===== config.mk =====
export PLATFORM = sky130hd
export DESIGN_NAME = gdo_port
export DESIGN_NICKNAME = d
export VERILOG_FILES = /design/src/rtl/gdo_pkg.sv /design/src/rtl/gdo_port.sv
export VERILOG_INCLUDE_DIRS = /design/src /design/src/rtl
export SDC_FILE = /design/constraint.sdc
export NUM_CORES = 1
export LEC_CHECK = 0
export BUFFER_PORTS_ARGS = -buffer_cell sky130_fd_sc_hd__buf_4
export CAP_MARGIN = 10
export CORE_MARGIN = 2
export CORE_UTILIZATION = 52
export CTS_CLUSTER_SIZE = 16
export DETAILED_ROUTE_END_ITERATION = 8
export PLACE_DENSITY = 0.88
export SYNTH_ARGS = -nofsm -noshare
export SYNTH_HDL_FRONTEND = slang
export SYNTH_SLANG_ARGS = --single-unit

===== constraint.sdc =====
create_clock -name ref_clk -period 1.48 [get_ports ref_clk]
set_input_delay 0.296 -clock ref_clk [delete_from_list [all_inputs] [get_ports ref_clk]]
set_output_delay 0.296 -clock ref_clk [all_outputs]
set_load 0.03 [all_outputs]

===== src/rtl/gdo_params.svh =====
/*
 * register offsets and reset values of the eight-line port.
 * assumes byte-wide registers at the printed offsets on a plain port.
 */
`ifndef GDO_PARAMS_SVH
`define GDO_PARAMS_SVH

`define GDO_OFS_DRV_EN        4'h0
`define GDO_OFS_DRV_EN_SET    4'h1
`define GDO_OFS_DRV_EN_CLR    4'h2
`define GDO_OFS_DRV_EN_TGL    4'h3
`define GDO_OFS_DRV_LVL       4'h4
`define GDO_OFS_DRV_LVL_SET   4'h5
`define GDO_OFS_DRV_LVL_CLR   4'h6
`define GDO_OFS_DRV_LVL_TGL   4'h7
`define GDO_OFS_SAMPLED       4'h8
`define GDO_OFS_EVT_FLAGS     4'h9
`define GDO_OFS_SENSE_LO      4'hA
`define GDO_OFS_SENSE_HI      4'hB
`define GDO_RST_BYTE          8'h00
`define GDO_RST_SENSE         24'h000000

`endif


===== src/rtl/gdo_pkg.sv =====
/*
 * types shared by the port logic.
 * assumes the constants header for numeric values.
 */
package gdo_pkg;
    typedef enum logic [2:0] {
        GDO_SC_NOINT   = 3'h0,
        GDO_SC_BOTH    = 3'h1,
        GDO_SC_RISE    = 3'h2,
        GDO_SC_FALL    = 3'h3,
        GDO_SC_IN_OFF  = 3'h4,
        GDO_SC_LOW     = 3'h5
    } gdo_sense_t;

    typedef struct packed {
        logic       wr;
        logic       rd;
        logic [3:0] addr;
        logic [7:0] wdata;
    } gdo_req_t;

    typedef struct packed {
        logic [7:0] oe;
        logic [7:0] o;
    } gdo_pad_t;
endpackage


===== src/rtl/gdo_port.sv =====
/*
 * eight-line general-purpose port: drive enable, drive level, sampled
 * levels and per-line event flags behind a plain register port.
 * assumes pins are asynchronous and software obeys one-cycle strobes.
 */
// Added by the designer: the address-and-strobe port.
// Function
// - enable-clear one bit clears drive enable
// - enable-toggle one bit inverts drive enable
// - enable strobes read back drive enable
// - zero strobe bits leave bits unchanged
// - strobes change selected bits in one write
// - level drives line only when enabled
// - drive level has eight bits, one per line
// - level-set one bit sets drive level
// - level-clear one bit clears drive level
// - level-toggle or sampled write inverts level
// - level strobes read back drive level
// - sampled levels follow enabled line state
// - sampled bit one high, zero low
// - disabled buffer holds sampled bit
// - enable zero input only, one output
// - events set flags; one clears flag
// - sense code four disables input buffer
`include "gdo_params.svh"
`timescale 1ns/10ps
`default_nettype none

module gdo_port #(
    parameter int NL = 8
) (
    // clock and reset
    input  wire logic                ref_clk,
    input  wire logic                rst_n,
    // register port
    input  wire gdo_pkg::gdo_req_t   req,
    output logic [7:0]               rdata,
    // pins
    input  wire logic [NL-1:0]       pin_level,
    output gdo_pkg::gdo_pad_t        pad,
    // line events and flags
    output logic [NL-1:0]            line_event,
    output logic [NL-1:0]            evt_flags
);
    logic [NL-1:0]   drv_en_q;
    logic [NL-1:0]   drv_lvl_q;
    logic [NL-1:0]   samp_q;
    logic [NL-1:0]   evt_q;
    logic [3*NL-1:0] sense_q;
    logic [NL-1:0]   s1_q;
    logic [NL-1:0]   s2_q;
    logic [NL-1:0]   s3_q;
    logic [NL-1:0]   buf_en;
    logic [NL-1:0]   hit;
    logic [7:0]      rdata_q;

    function automatic logic wr_at(input gdo_pkg::gdo_req_t r,
                                   input logic [3:0] a);
        return r.wr && (r.addr == a);
    endfunction

    function automatic logic [7:0] pad8(input logic [NL-1:0] v);
        logic [7:0] t;
        t = 8'h00;
        t[NL-1:0] = v;
        return t;
    endfunction

    // drive enable register and its strobes
    always_ff @(posedge ref_clk) begin
        if (!rst_n) begin
            drv_en_q <= NL'(`GDO_RST_BYTE);
        end else if (wr_at(req, `GDO_OFS_DRV_EN)) begin
            drv_en_q <= req.wdata[NL-1:0];
        end else if (wr_at(req, `GDO_OFS_DRV_EN_SET)) begin
            drv_en_q <= drv_en_q | req.wdata[NL-1:0];
        end else if (wr_at(req, `GDO_OFS_DRV_EN_CLR)) begin
            drv_en_q <= drv_en_q & ~req.wdata[NL-1:0];
        end else if (wr_at(req, `GDO_OFS_DRV_EN_TGL)) begin
            drv_en_q <= drv_en_q ^ req.wdata[NL-1:0];
        end
    end

    // drive level register and its strobes
    always_ff @(posedge ref_clk) begin
        if (!rst_n) begin
            drv_lvl_q <= NL'(`GDO_RST_BYTE);
        end else if (wr_at(req, `GDO_OFS_DRV_LVL)) begin
            drv_lvl_q <= req.wdata[NL-1:0];
        end else if (wr_at(req, `GDO_OFS_DRV_LVL_SET)) begin
            drv_lvl_q <= drv_lvl_q | req.wdata[NL-1:0];
        end else if (wr_at(req, `GDO_OFS_DRV_LVL_CLR)) begin
            drv_lvl_q <= drv_lvl_q & ~req.wdata[NL-1:0];
        end else if (wr_at(req, `GDO_OFS_DRV_LVL_TGL)
                     || wr_at(req, `GDO_OFS_SAMPLED)) begin
            drv_lvl_q <= drv_lvl_q ^ req.wdata[NL-1:0];
        end
    end

    // sense configuration, three bits per line
    always_ff @(posedge ref_clk) begin
        if (!rst_n) begin
            sense_q <= (3*NL)'(`GDO_RST_SENSE);
        end else if (wr_at(req, `GDO_OFS_SENSE_LO)) begin
            sense_q[3*NL-1:0] <= {sense_q[3*NL-1:12],
                                  req.wdata[6:4], req.wdata[2:0],
                                  sense_q[5:0]};
        end else if (wr_at(req, `GDO_OFS_SENSE_HI)) begin
            sense_q[5:0] <= {req.wdata[6:4], req.wdata[2:0]};
        end
    end

    // line synchroniser, three stages
    always_ff @(posedge ref_clk) begin
        if (!rst_n) begin
            s1_q <= '0;
            s2_q <= '0;
            s3_q <= '0;
        end else begin
            s1_q <= pin_level;
            s2_q <= s1_q;
            s3_q <= s2_q;
        end
    end

    // buffer enable and event match
    always_comb begin
        for (int i = 0; i < NL; i++) begin
            buf_en[i] = sense_q[3*i +: 3]
                        != 3'(gdo_pkg::GDO_SC_IN_OFF);
            unique case (sense_q[3*i +: 3])
                3'(gdo_pkg::GDO_SC_BOTH): hit[i] = s2_q[i] ^ s3_q[i];
                3'(gdo_pkg::GDO_SC_RISE): hit[i] = s2_q[i] & ~s3_q[i];
                3'(gdo_pkg::GDO_SC_FALL): hit[i] = ~s2_q[i] & s3_q[i];
                3'(gdo_pkg::GDO_SC_LOW):  hit[i] = ~s2_q[i] & ~s3_q[i];
                default:                  hit[i] = 1'b0;
            endcase
        end
    end

    // sampled levels update only while buffer is on
    always_ff @(posedge ref_clk) begin
        if (!rst_n) begin
            samp_q <= NL'(`GDO_RST_BYTE);
        end else begin
            for (int i = 0; i < NL; i++) begin
                if (buf_en[i] && s2_q[i] == s3_q[i]) begin
                    samp_q[i] <= s3_q[i];
                end
            end
        end
    end

    // event flags: set wins over clear
    always_ff @(posedge ref_clk) begin
        if (!rst_n) begin
            evt_q <= NL'(`GDO_RST_BYTE);
        end else if (wr_at(req, `GDO_OFS_EVT_FLAGS)) begin
            evt_q <= (evt_q & ~req.wdata[NL-1:0]) | (hit & buf_en);
        end else begin
            evt_q <= evt_q | (hit & buf_en);
        end
    end

    // read data, one cycle after the strobe
    always_ff @(posedge ref_clk) begin
        if (!rst_n) begin
            rdata_q <= `GDO_RST_BYTE;
        end else if (req.rd) begin
            unique case (req.addr)
                `GDO_OFS_DRV_EN, `GDO_OFS_DRV_EN_SET,
                `GDO_OFS_DRV_EN_CLR, `GDO_OFS_DRV_EN_TGL:
                    rdata_q <= pad8(drv_en_q);
                `GDO_OFS_DRV_LVL, `GDO_OFS_DRV_LVL_SET,
                `GDO_OFS_DRV_LVL_CLR, `GDO_OFS_DRV_LVL_TGL:
                    rdata_q <= pad8(drv_lvl_q);
                `GDO_OFS_SAMPLED:   rdata_q <= pad8(samp_q);
                `GDO_OFS_EVT_FLAGS: rdata_q <= pad8(evt_q);
                `GDO_OFS_SENSE_LO:
                    rdata_q <= {1'b0, sense_q[5:3], 1'b0, sense_q[2:0]};
                `GDO_OFS_SENSE_HI:
                    rdata_q <= {1'b0, sense_q[5:3], 1'b0, sense_q[2:0]};
                default:            rdata_q <= 8'h00;
            endcase
        end else begin
            rdata_q <= 8'h00;
        end
    end

    assign rdata      = rdata_q;
    assign pad.oe     = pad8(drv_en_q);
    assign pad.o      = pad8(drv_lvl_q & drv_en_q);
    assign line_event = s3_q & buf_en;
    assign evt_flags  = evt_q;

    // checks
    en_clear_a: assert property (@(posedge ref_clk) disable iff (!rst_n)
        wr_at(req, `GDO_OFS_DRV_EN_CLR) |=>
        (drv_en_q == ($past(drv_en_q) & ~$past(req.wdata[NL-1:0]))))
        else $error("enable clear wrong");
    en_toggle_a: assert property (@(posedge ref_clk) disable iff (!rst_n)
        wr_at(req, `GDO_OFS_DRV_EN_TGL) |=>
        (drv_en_q == ($past(drv_en_q) ^ $past(req.wdata[NL-1:0]))))
        else $error("enable toggle wrong");
    en_readback_a: assert property (@(posedge ref_clk) disable iff (!rst_n)
        (req.rd && req.addr == `GDO_OFS_DRV_EN_CLR) |=>
        (rdata == pad8($past(drv_en_q))))
        else $error("enable readback wrong");
    lvl_set_a: assert property (@(posedge ref_clk) disable iff (!rst_n)
        wr_at(req, `GDO_OFS_DRV_LVL_SET) |=>
        (drv_lvl_q == ($past(drv_lvl_q) | $past(req.wdata[NL-1:0]))))
        else $error("level set wrong");
    lvl_clear_a: assert property (@(posedge ref_clk) disable iff (!rst_n)
        wr_at(req, `GDO_OFS_DRV_LVL_CLR) |=>
        (drv_lvl_q == ($past(drv_lvl_q) & ~$past(req.wdata[NL-1:0]))))
        else $error("level clear wrong");
    samp_toggle_a: assert property (@(posedge ref_clk) disable iff (!rst_n)
        wr_at(req, `GDO_OFS_SAMPLED) |=>
        (drv_lvl_q == ($past(drv_lvl_q) ^ $past(req.wdata[NL-1:0]))))
        else $error("sampled write toggle wrong");
    lvl_readback_a: assert property (@(posedge ref_clk) disable iff (!rst_n)
        (req.rd && req.addr == `GDO_OFS_DRV_LVL_TGL) |=>
        (rdata == pad8($past(drv_lvl_q))))
        else $error("level readback wrong");
    pad_drive_a: assert property (@(posedge ref_clk) disable iff (!rst_n)
        (pad.oe == drv_en_q) && ((pad.o & ~drv_en_q) == '0))
        else $error("pad drive wrong");
    samp_hold_a: assert property (@(posedge ref_clk) disable iff (!rst_n)
        !buf_en[0] |=> (samp_q[0] == $past(samp_q[0])))
        else $error("sampled bit changed while off");
    samp_follow_a: assert property (@(posedge ref_clk) disable iff (!rst_n)
        (buf_en[0] && s2_q[0] == s3_q[0]) |=> (samp_q[0] == $past(s3_q[0])))
        else $error("sampled bit not updated");
    flag_set_a: assert property (@(posedge ref_clk) disable iff (!rst_n)
        (hit[0] && buf_en[0]) |=> evt_q[0])
        else $error("event flag not set");
    en_set_a: assert property (@(posedge ref_clk) disable iff (!rst_n)
        wr_at(req, `GDO_OFS_DRV_EN_SET) |=>
        (drv_en_q == ($past(drv_en_q) | $past(req.wdata[NL-1:0]))))
        else $error("enable set wrong");
    lvl_toggle_a: assert property (@(posedge ref_clk) disable iff (!rst_n)
        wr_at(req, `GDO_OFS_DRV_LVL_TGL) |=>
        (drv_lvl_q == ($past(drv_lvl_q) ^ $past(req.wdata[NL-1:0]))))
        else $error("level toggle wrong");
    lvl_write_a: assert property (@(posedge ref_clk) disable iff (!rst_n)
        wr_at(req, `GDO_OFS_DRV_LVL) |=>
        (drv_lvl_q == $past(req.wdata[NL-1:0])))
        else $error("level write wrong");
    samp_read_a: assert property (@(posedge ref_clk) disable iff (!rst_n)
        (req.rd && req.addr == `GDO_OFS_SAMPLED) |=>
        (rdata == pad8($past(samp_q))))
        else $error("sampled readback wrong");
    oe_follow_a: assert property (@(posedge ref_clk) disable iff (!rst_n)
        pad.oe == pad8(drv_en_q))
        else $error("output enable wrong");
    evt_off_a: assert property (@(posedge ref_clk) disable iff (!rst_n)
        !buf_en[0] |-> !line_event[0])
        else $error("line event while buffer off");
    sync_stage_a: assert property (@(posedge ref_clk) disable iff (!rst_n)
        (s2_q == $past(s1_q)) && (s3_q == $past(s2_q)))
        else $error("synchroniser stage wrong");
    flag_clear_a: assert property (@(posedge ref_clk) disable iff (!rst_n)
        (wr_at(req, `GDO_OFS_EVT_FLAGS) && req.wdata[0]
         && !(hit[0] && buf_en[0])) |=> !evt_q[0])
        else $error("event flag not cleared");
    flag_keep_a: assert property (@(posedge ref_clk) disable iff (!rst_n)
        (evt_q[0] && !(wr_at(req, `GDO_OFS_EVT_FLAGS) && req.wdata[0]))
        |=> evt_q[0])
        else $error("event flag lost");
    rd_idle_a: assert property (@(posedge ref_clk) disable iff (!rst_n)
        !req.rd |=> (rdata == 8'h00))
        else $error("read data not idle");

    // per-line hold and flag checks
    for (genvar g = 0; g < NL; g++) begin : g_line
        line_hold_a: assert property (@(posedge ref_clk)
            disable iff (!rst_n)
            !buf_en[g] |=> (samp_q[g] == $past(samp_q[g])))
            else $error("sampled line changed while off");
        line_flag_a: assert property (@(posedge ref_clk)
            disable iff (!rst_n)
            (hit[g] && buf_en[g]) |=> evt_q[g])
            else $error("line flag not set");
    end

    cov_off_c: cover property (@(posedge ref_clk) !buf_en[0]);
    cov_toggle_c: cover property (@(posedge ref_clk)
        wr_at(req, `GDO_OFS_DRV_LVL_TGL));
    cov_flag_c: cover property (@(posedge ref_clk) hit[0] && buf_en[0]);
    cov_clear_c: cover property (@(posedge ref_clk)
        wr_at(req, `GDO_OFS_EVT_FLAGS) && evt_q != '0);
endmodule

`default_nettype wire


==> results of run 1 <==
==> placed cells by master (no fill, tap or decap), types with 9 or more instances in the layout <==
master and instances:
a21oi_1 45, and2_1 25, buf_4 110, clkbuf_8 10, dfxtp_1 62, dfxtp_2 11, ha_1 36, inv_1 41
mux2i_1 23, nand2_1 19, nand3_1 9, nor2_1 56, o21ai_0 19
==> final timing paths <==
check                       startpoint                         to  slack (ns)  cells past startpoint
max           sense_q[10]$_SDFFE_PN0P_              line_event[3]        0.02                      3
min                       pin_level[7]         s1_q[7]$_SDFF_PN0_        0.14                      2
max reg2reg  drv_lvl_q[0]$_SDFFE_PN0P_  drv_lvl_q[0]$_SDFFE_PN0P_        0.08                      5
min reg2reg         s1_q[1]$_SDFF_PN0_         s2_q[1]$_SDFF_PN0_        0.44                      1
==> through the flow <==
| stage | setup WS, ns | total power [mW] |
|---|---|---|
| floorplan | -0.01600 | 2.634 |
| global placement | -0.06378 | 2.905 |
| detailed placement | -0.1523 | 2.932 |
| CTS | 0.008127 | 4.589 |
| global route | -0.03130 | 4.755 |
| finish | 0.01688 | 4.592 |
==> logic make-up (layout without fill, tap and decap cells) <==
logic type	count (synthesis)	count (layout)	share of synthesized area, %
mux	25	25	6.287
flops	76	76	36.23
buf+inv	73	171	7.509
compound gates	140	140	22.68
fa+ha+maj	36	36	10.73
simple gates	136	136	16.57
==> state kept, by name, indices dropped and copies added (netlist names) <==
register,cells
drv_en_q,8
rdata,8
drv_lvl_q,8
s2_q,8
evt_flags,8
s1_q,8
samp_q,8
sense_q,12
s3_q,8
==> power by group through the flow <==
| stage | clock network (mW) | logic, mW | registers [mW] |
|---|---|---|---|
| 2_1_floorplan | 0 | 0.416 | 2.22 |
| 3_3_place_gp | 0 | 0.708 | 2.20 |
| 3_5_place_dp | 0 | 0.731 | 2.20 |
| 4_1_cts | 1.70 | 0.737 | 2.15 |
| 5_1_grt | 1.78 | 0.817 | 2.16 |
| 6_report | 1.69 | 0.750 | 2.15 |
==> critical path, cell delays in order, from the launching register on <==
cell,delay (ns)
dfxtp_2,0.37
nor2_1,0.06
a21oi_1,0.19
buf_4,0.19
==> cell type report <==
cell class                 instances  area [um2]
multi-input combinational        337        2366
timing repair buffer             113       885.9
tap                              102       127.6
clock inverter                     6       68.82
sequential                        76        1546
fill                             631        2477
clock buffer                      10       137.6
inverter                          42       157.7
==> layer usage <==
layer / track usage [%] / vias to the layer above / wire [um]
met3: 4.976 / 36 / 686
met4: 13.41 / 0 / 316
met1: 33.85 / 1922 / 5161
met5: 0 / - / 0
met2: 46.01 / 172 / 5681
li1: - / 1886 / -
==> repair_timing <==
action,4_1_cts,5_1_grt
setup buffers,0,2
pin swaps,1,2
endpoints found under the setup margin,7,6
gates resized for setup,12,5
==> impl_results.md, run 1 <==
- Initial Utilization: between 50% and 60%
- Vias per cell: just under 6
- Drt first pass iters: 5
- Syn Std Cell Area: ~4200 um2
- Number of instances in the placed design: around 670
- Status: finished clean
- Synth Net Count: ~550
- First-pass GRT wire length: between 15000 and 20000 um
- Worst-Margin Slew: about 0.43 ns
- Net Switching: between 1 and 1.5 mW
- Final worst path period share: between 90% and 100%
- Non-Filler Instances: around 700
- Vias: roughly 4000
- Internal Power: 3.269 mW
- Clock buffer count from CTS: 9
- Seq pwr share: 46.8%
- Fin Setup TNS: 0 ns
- GRT Resource Usage Total: between 20 and 30%
- Aggregate global routing overflow: 0
- Synth top area cells: dfxtp_1 36%, ha_1 11%, a21oi_1 5.5%
- Die W: about 94 um
- Post-cts hold buffer count: 0
- Post-synth EDFFs: 0
- Fraction of registers with async set/reset: 0%
- PD cells: just under 900 nW/um2
- Mapped Cells: approximately 490
- Clk sinks: 76
- ANT nets after route: 0
- Worst min path class: input pin to register
- Clock Skews: 0.006113 ns
- Most instantiated library cell after synthesis: dfxtp_1
- Port Buffer Count: 63
- Worst endpoint required time: between 1 and 1.5 ns
- Final HPWL DP: between 8000 and 9000 um
- Slew margin rel.: between 70% and 80%
- Die height: 93.86 um
- Placed Instance Area: 5042 um2
- Post-synth top cells: 76 x dfxtp_1, 56 x nor2_1, 46 x a21oi_1
- Yosys top cell area share: approximately 36%
- Worst Path Class, Setup: register to primary output
- Area leader, netlist: dfxtp_1
- Yosys warns: 0
- Syn-to-layout area delta: 25.98%
- Root Buffer: clkbuf_8
- Crit path launch type: register
- I/O pins: 64
- Final Cell Area: approximately 5300 um2
- Core area: ~7800 um2
- Share of layout cells above drive strength 1: 26.20%
- Maxcap violations: 0
- Sw frac: between 20% and 30%
- Worst-Skew Late Latency: between 0.3 and 0.4 ns
- Logic gate share of total power: 16.3%
- N_diodes: 0
- Clock buffer depth: 2
- RSZ-0062 raised after global routing: yes
- # DRC: 0
- Synthesis-stage register bit count: 76
- Wire length per cell: about 17 um
- Fmax: just under 0.7 GHz
- Leak: between 2 and 2.5 nW
- Final nets: approximately 640
- Register area share after synthesis: 36.23%
- Final Util: between 60% and 70%
- DRT iter0 DRCs: 251
- Post-synthesis cell type count: 52
- H-tree depth: 3
- Slew Limit Fails: 0
- Mapped Avg Cell Area: 8.640 um2
- Final min period: ~1.5 ns
- Final Hold Vio Count: 0
- Largest net degree at the start of global routing: 30
- Crit. End Element: primary output
- Vias in the first global route: roughly 3900
- Wirelength, routed: between 10000 and 15000 um
- CTS tree: built
- Critical path arrival: between 1 and 1.5 ns
- Top_reg_cell synth: dfxtp_1
- Rows: 32
- Hold WS: roughly 0.14 ns
- Final setup vio count: 0
- Maximum vdd drop: ~770 uV
- Routability Congestion: between 0.9 and 1
- Initial antenna violation count: 0
- Clock power share: around 37%
- Clock slew at reported path FFs: ~0.080 ns
- Worst-path maximum fanout: 5
- Die ar.: ~9000 um2
Power figures use the tool's default switching activity.
==> run 2, diff against run 1 <==
CORE_UTILIZATION = 30   (was 52)
PLACE_DENSITY = 0.6   (was 0.88)
==> run 2 against run 1 <==
Register-to-register slack worse by 0.02 ns. Maximum frequency is 0.87% higher. Utilization is 28 points lower. Combinational power is 0.8% higher. Largest power group is now clock.
==> impl_results.md, run 2 (same netlist as run 1, synthesis figures left out) <==
- Worst-path maximum fanout: 4 (was 5)
- Final worst path period share: 98.00% (was 98.86%)
- Commonest non-fill, non-tap cells in the layout: 111 x buf_4, 62 x dfxtp_1, 55 x nor2_1 (was 110 x buf_4, 62 x dfxtp_1, 56 x nor2_1)
- Vias in the first global route: 3986 (was 3946)
- Internal Power: 4.189 mW (was 3.269 mW)
- Clk sinks: 76 (unchanged)
- Fmax: 0.6894 GHz (was 0.6835 GHz)
- Largest net degree at the start of global routing: 48 (was 30)
- GRT Resource Usage Total: 17.67% (was 27.46%)
- Logic gate share of total power: 13.7% (was 16.3%)
- Fin Setup TNS: 0 ns (unchanged)
- DRT iter0 DRCs: 210 (was 251)
- Aggregate global routing overflow: 0 (unchanged)
- Critical path arrival: 1.15 ns (was 1.17 ns)
- Power Total: 5.539 mW (was 4.592 mW)
- Vias: 3856 (was 4016)
- Clock buffer count from CTS: 9 (unchanged)
- Initial Utilization: 30.49% (was 54.06%)
- H-tree depth: 3 (unchanged)
- Post-cts hold buffer count: 0 (unchanged)
- Final setup vio count: 0 (unchanged)
- Commonest non-fill, non-tap cell in the layout: buf_4 (unchanged)
- Worst-Margin Slew: 0.3349 ns (was 0.4309 ns)
- Final min period: 1.450 ns (was 1.463 ns)
- CTS tree: built (unchanged)
- Top reg by flops: sense_q (unchanged)
- Slew margin rel.: 77.65% (was 71.24%)
- Clock Skews: 0.006614 ns (was 0.006113 ns)
- Max FFs per register: 12 (unchanged)
- First-pass GRT wire length: 20550 um (was 18800 um)
- Seq pwr share: 39.0% (was 46.8%)
- Worst-Skew Late Latency: 0.33 ns (was 0.36 ns)
- Share of layout cells above drive strength 1: 26.84% (was 26.20%)
- Setup repair bufs after CTS: 0 (unchanged)
- Drt first pass iters: 4 (was 5)
- Worst Path Class, Setup: register to primary output (unchanged)
- Dpl ws: -0.1930 ns (was -0.1523 ns)
- Die ar.: 14960 um2 (was 8810 um2)
- ANT nets after route: 0 (unchanged)
- Root Buffer: clkbuf_16 (was clkbuf_8)
- Maximum vdd drop: 521.4 uV (was 765.0 uV)
- Maxcap violations: 0 (unchanged)
- Final Hold Vio Count: 0 (unchanged)
- Crit. End Element: primary output (unchanged)
- Final Util: 40.33% (was 68.11%)
- Leak: 2.362 nW (was 2.288 nW)
- Wirelength, routed: 12520 um (was 11850 um)
- Slew Limit Fails: 0 (unchanged)
- Initial antenna violation count: 0 (unchanged)
- Final HPWL DP: 9353 um (was 8677 um)
- Die W: 122.3 um (was 93.86 um)
- I/O pins: 64 (unchanged)
- Vias per cell: 5.041 (was 5.854)
- Wire length per cell: 16.37 um (was 17.27 um)
- Rows: 43 (was 32)
- # DRC: 0 (unchanged)
- Net Switching: 1.350 mW (was 1.324 mW)
- Port Buffer Count: 63 (unchanged)
- Status: finished clean (unchanged)
- Syn-to-layout area delta: 32.27% (was 25.98%)
- RSZ-0062 raised after global routing: no (was yes)
- Final WS setup: 0.02953 ns (was 0.01688 ns)
- Clock buffer depth: 2 (unchanged)
- Sw frac: 24.38% (was 28.82%)
- Worst endpoint required time: 1.18 ns (about the same)
- PD cells: 997.3 nW/um2 (was 868.1 nW/um2)
- Clock slew at reported path FFs: 0.06 ns (was 0.08 ns)
- Core area: 13770 um2 (was 7767 um2)
- Worst min path class: input pin to register (unchanged)
- Routability Congestion: 0.8796 (was 0.9878)
- Crit path launch type: register (unchanged)
- Die height: 122.3 um (was 93.86 um)
- N_diodes: 0 (unchanged)
- Final nets: 640 (was 639)
- Clock power share: 47.3% (was 36.8%)
[run 2: cell types whose count changed in the layout (fill, tap and decap cells not counted), moves of 2 or more]
cell	delta
bufinv_16	+2
clkbuf_16	+9
clkbuf_8	-8
dfxtp_2	+3
dfxtp_4	-3
inv_6	-2
[run 2: worst max-delay path, stage by stage (launching register included)]
cell,delay [ns]
dfxtp_1,0.43
inv_1,0.12
nor2_1,0.11
buf_4,0.17
[run 2: final timing paths]
kind / start / to / slack (ns) / depth (start not counted)
setup / recovery: drv_en_q[4]$_SDFFE_PN0P_ / pad[4] / 0.03 / 3
setup reg to reg: drv_en_q[7]$_SDFFE_PN0P_ / drv_en_q[7]$_SDFFE_PN0P_ / 0.06 / 5
hold reg to reg: s1_q[5]$_SDFF_PN0_ / s2_q[5]$_SDFF_PN0_ / 0.43 / 1
hold / removal: pin_level[2] / s1_q[2]$_SDFF_PN0_ / 0.17 / 2
[run 2: repair_timing]
action / 4_1_cts / 5_1_grt
pin swaps: 0 / 2
endpoints found under the setup margin: 4 / 9
gates resized for setup: 6 / 10
[run 2: per-layer routing]
metal	up-vias	GRT usage (%)	share of wire (%)
met5	-	0	0
met4	0	6.178	2.1
met3	20	3.717	5.5
met2	106	29.62	48
met1	1840	22.45	45
li1	1890	-	-
[run 2: power groups by stage]
stage,sequential [mW],combinational [mW],clock [mW]
final,2.16,0.756,2.62
after global routing,2.17,0.836,2.79
after CTS,2.16,0.753,2.68
after detailed placement,2.20,0.747,0
after global placement,2.20,0.729,0
after floorplan,2.22,0.416,0
[run 2: layout make-up]
| type | count | area [um2] |
|---|---|---|
| Fill cell | 1442 | 8219 |
| Multi-Input combinational cell | 337 | 2379 |
| Clock inverter | 5 | 107.6 |
| Timing Repair Buffer | 114 | 893.4 |
| Tap cell | 180 | 225.2 |
| Clock buffer | 11 | 252.7 |
| Sequential cell | 76 | 1539 |
| Inverter | 42 | 157.7 |
[run 2: per-stage QoR]
stage                     cells  hold slack (ns)  area (um2)
after floorplan             486           0.3843        4214
after global placement      749           0.4146        5162
after detailed placement    749           0.4187        5162
after CTS                   765           0.1543        5532
after global routing        765           0.1696        5554
final                       765           0.1669        5554
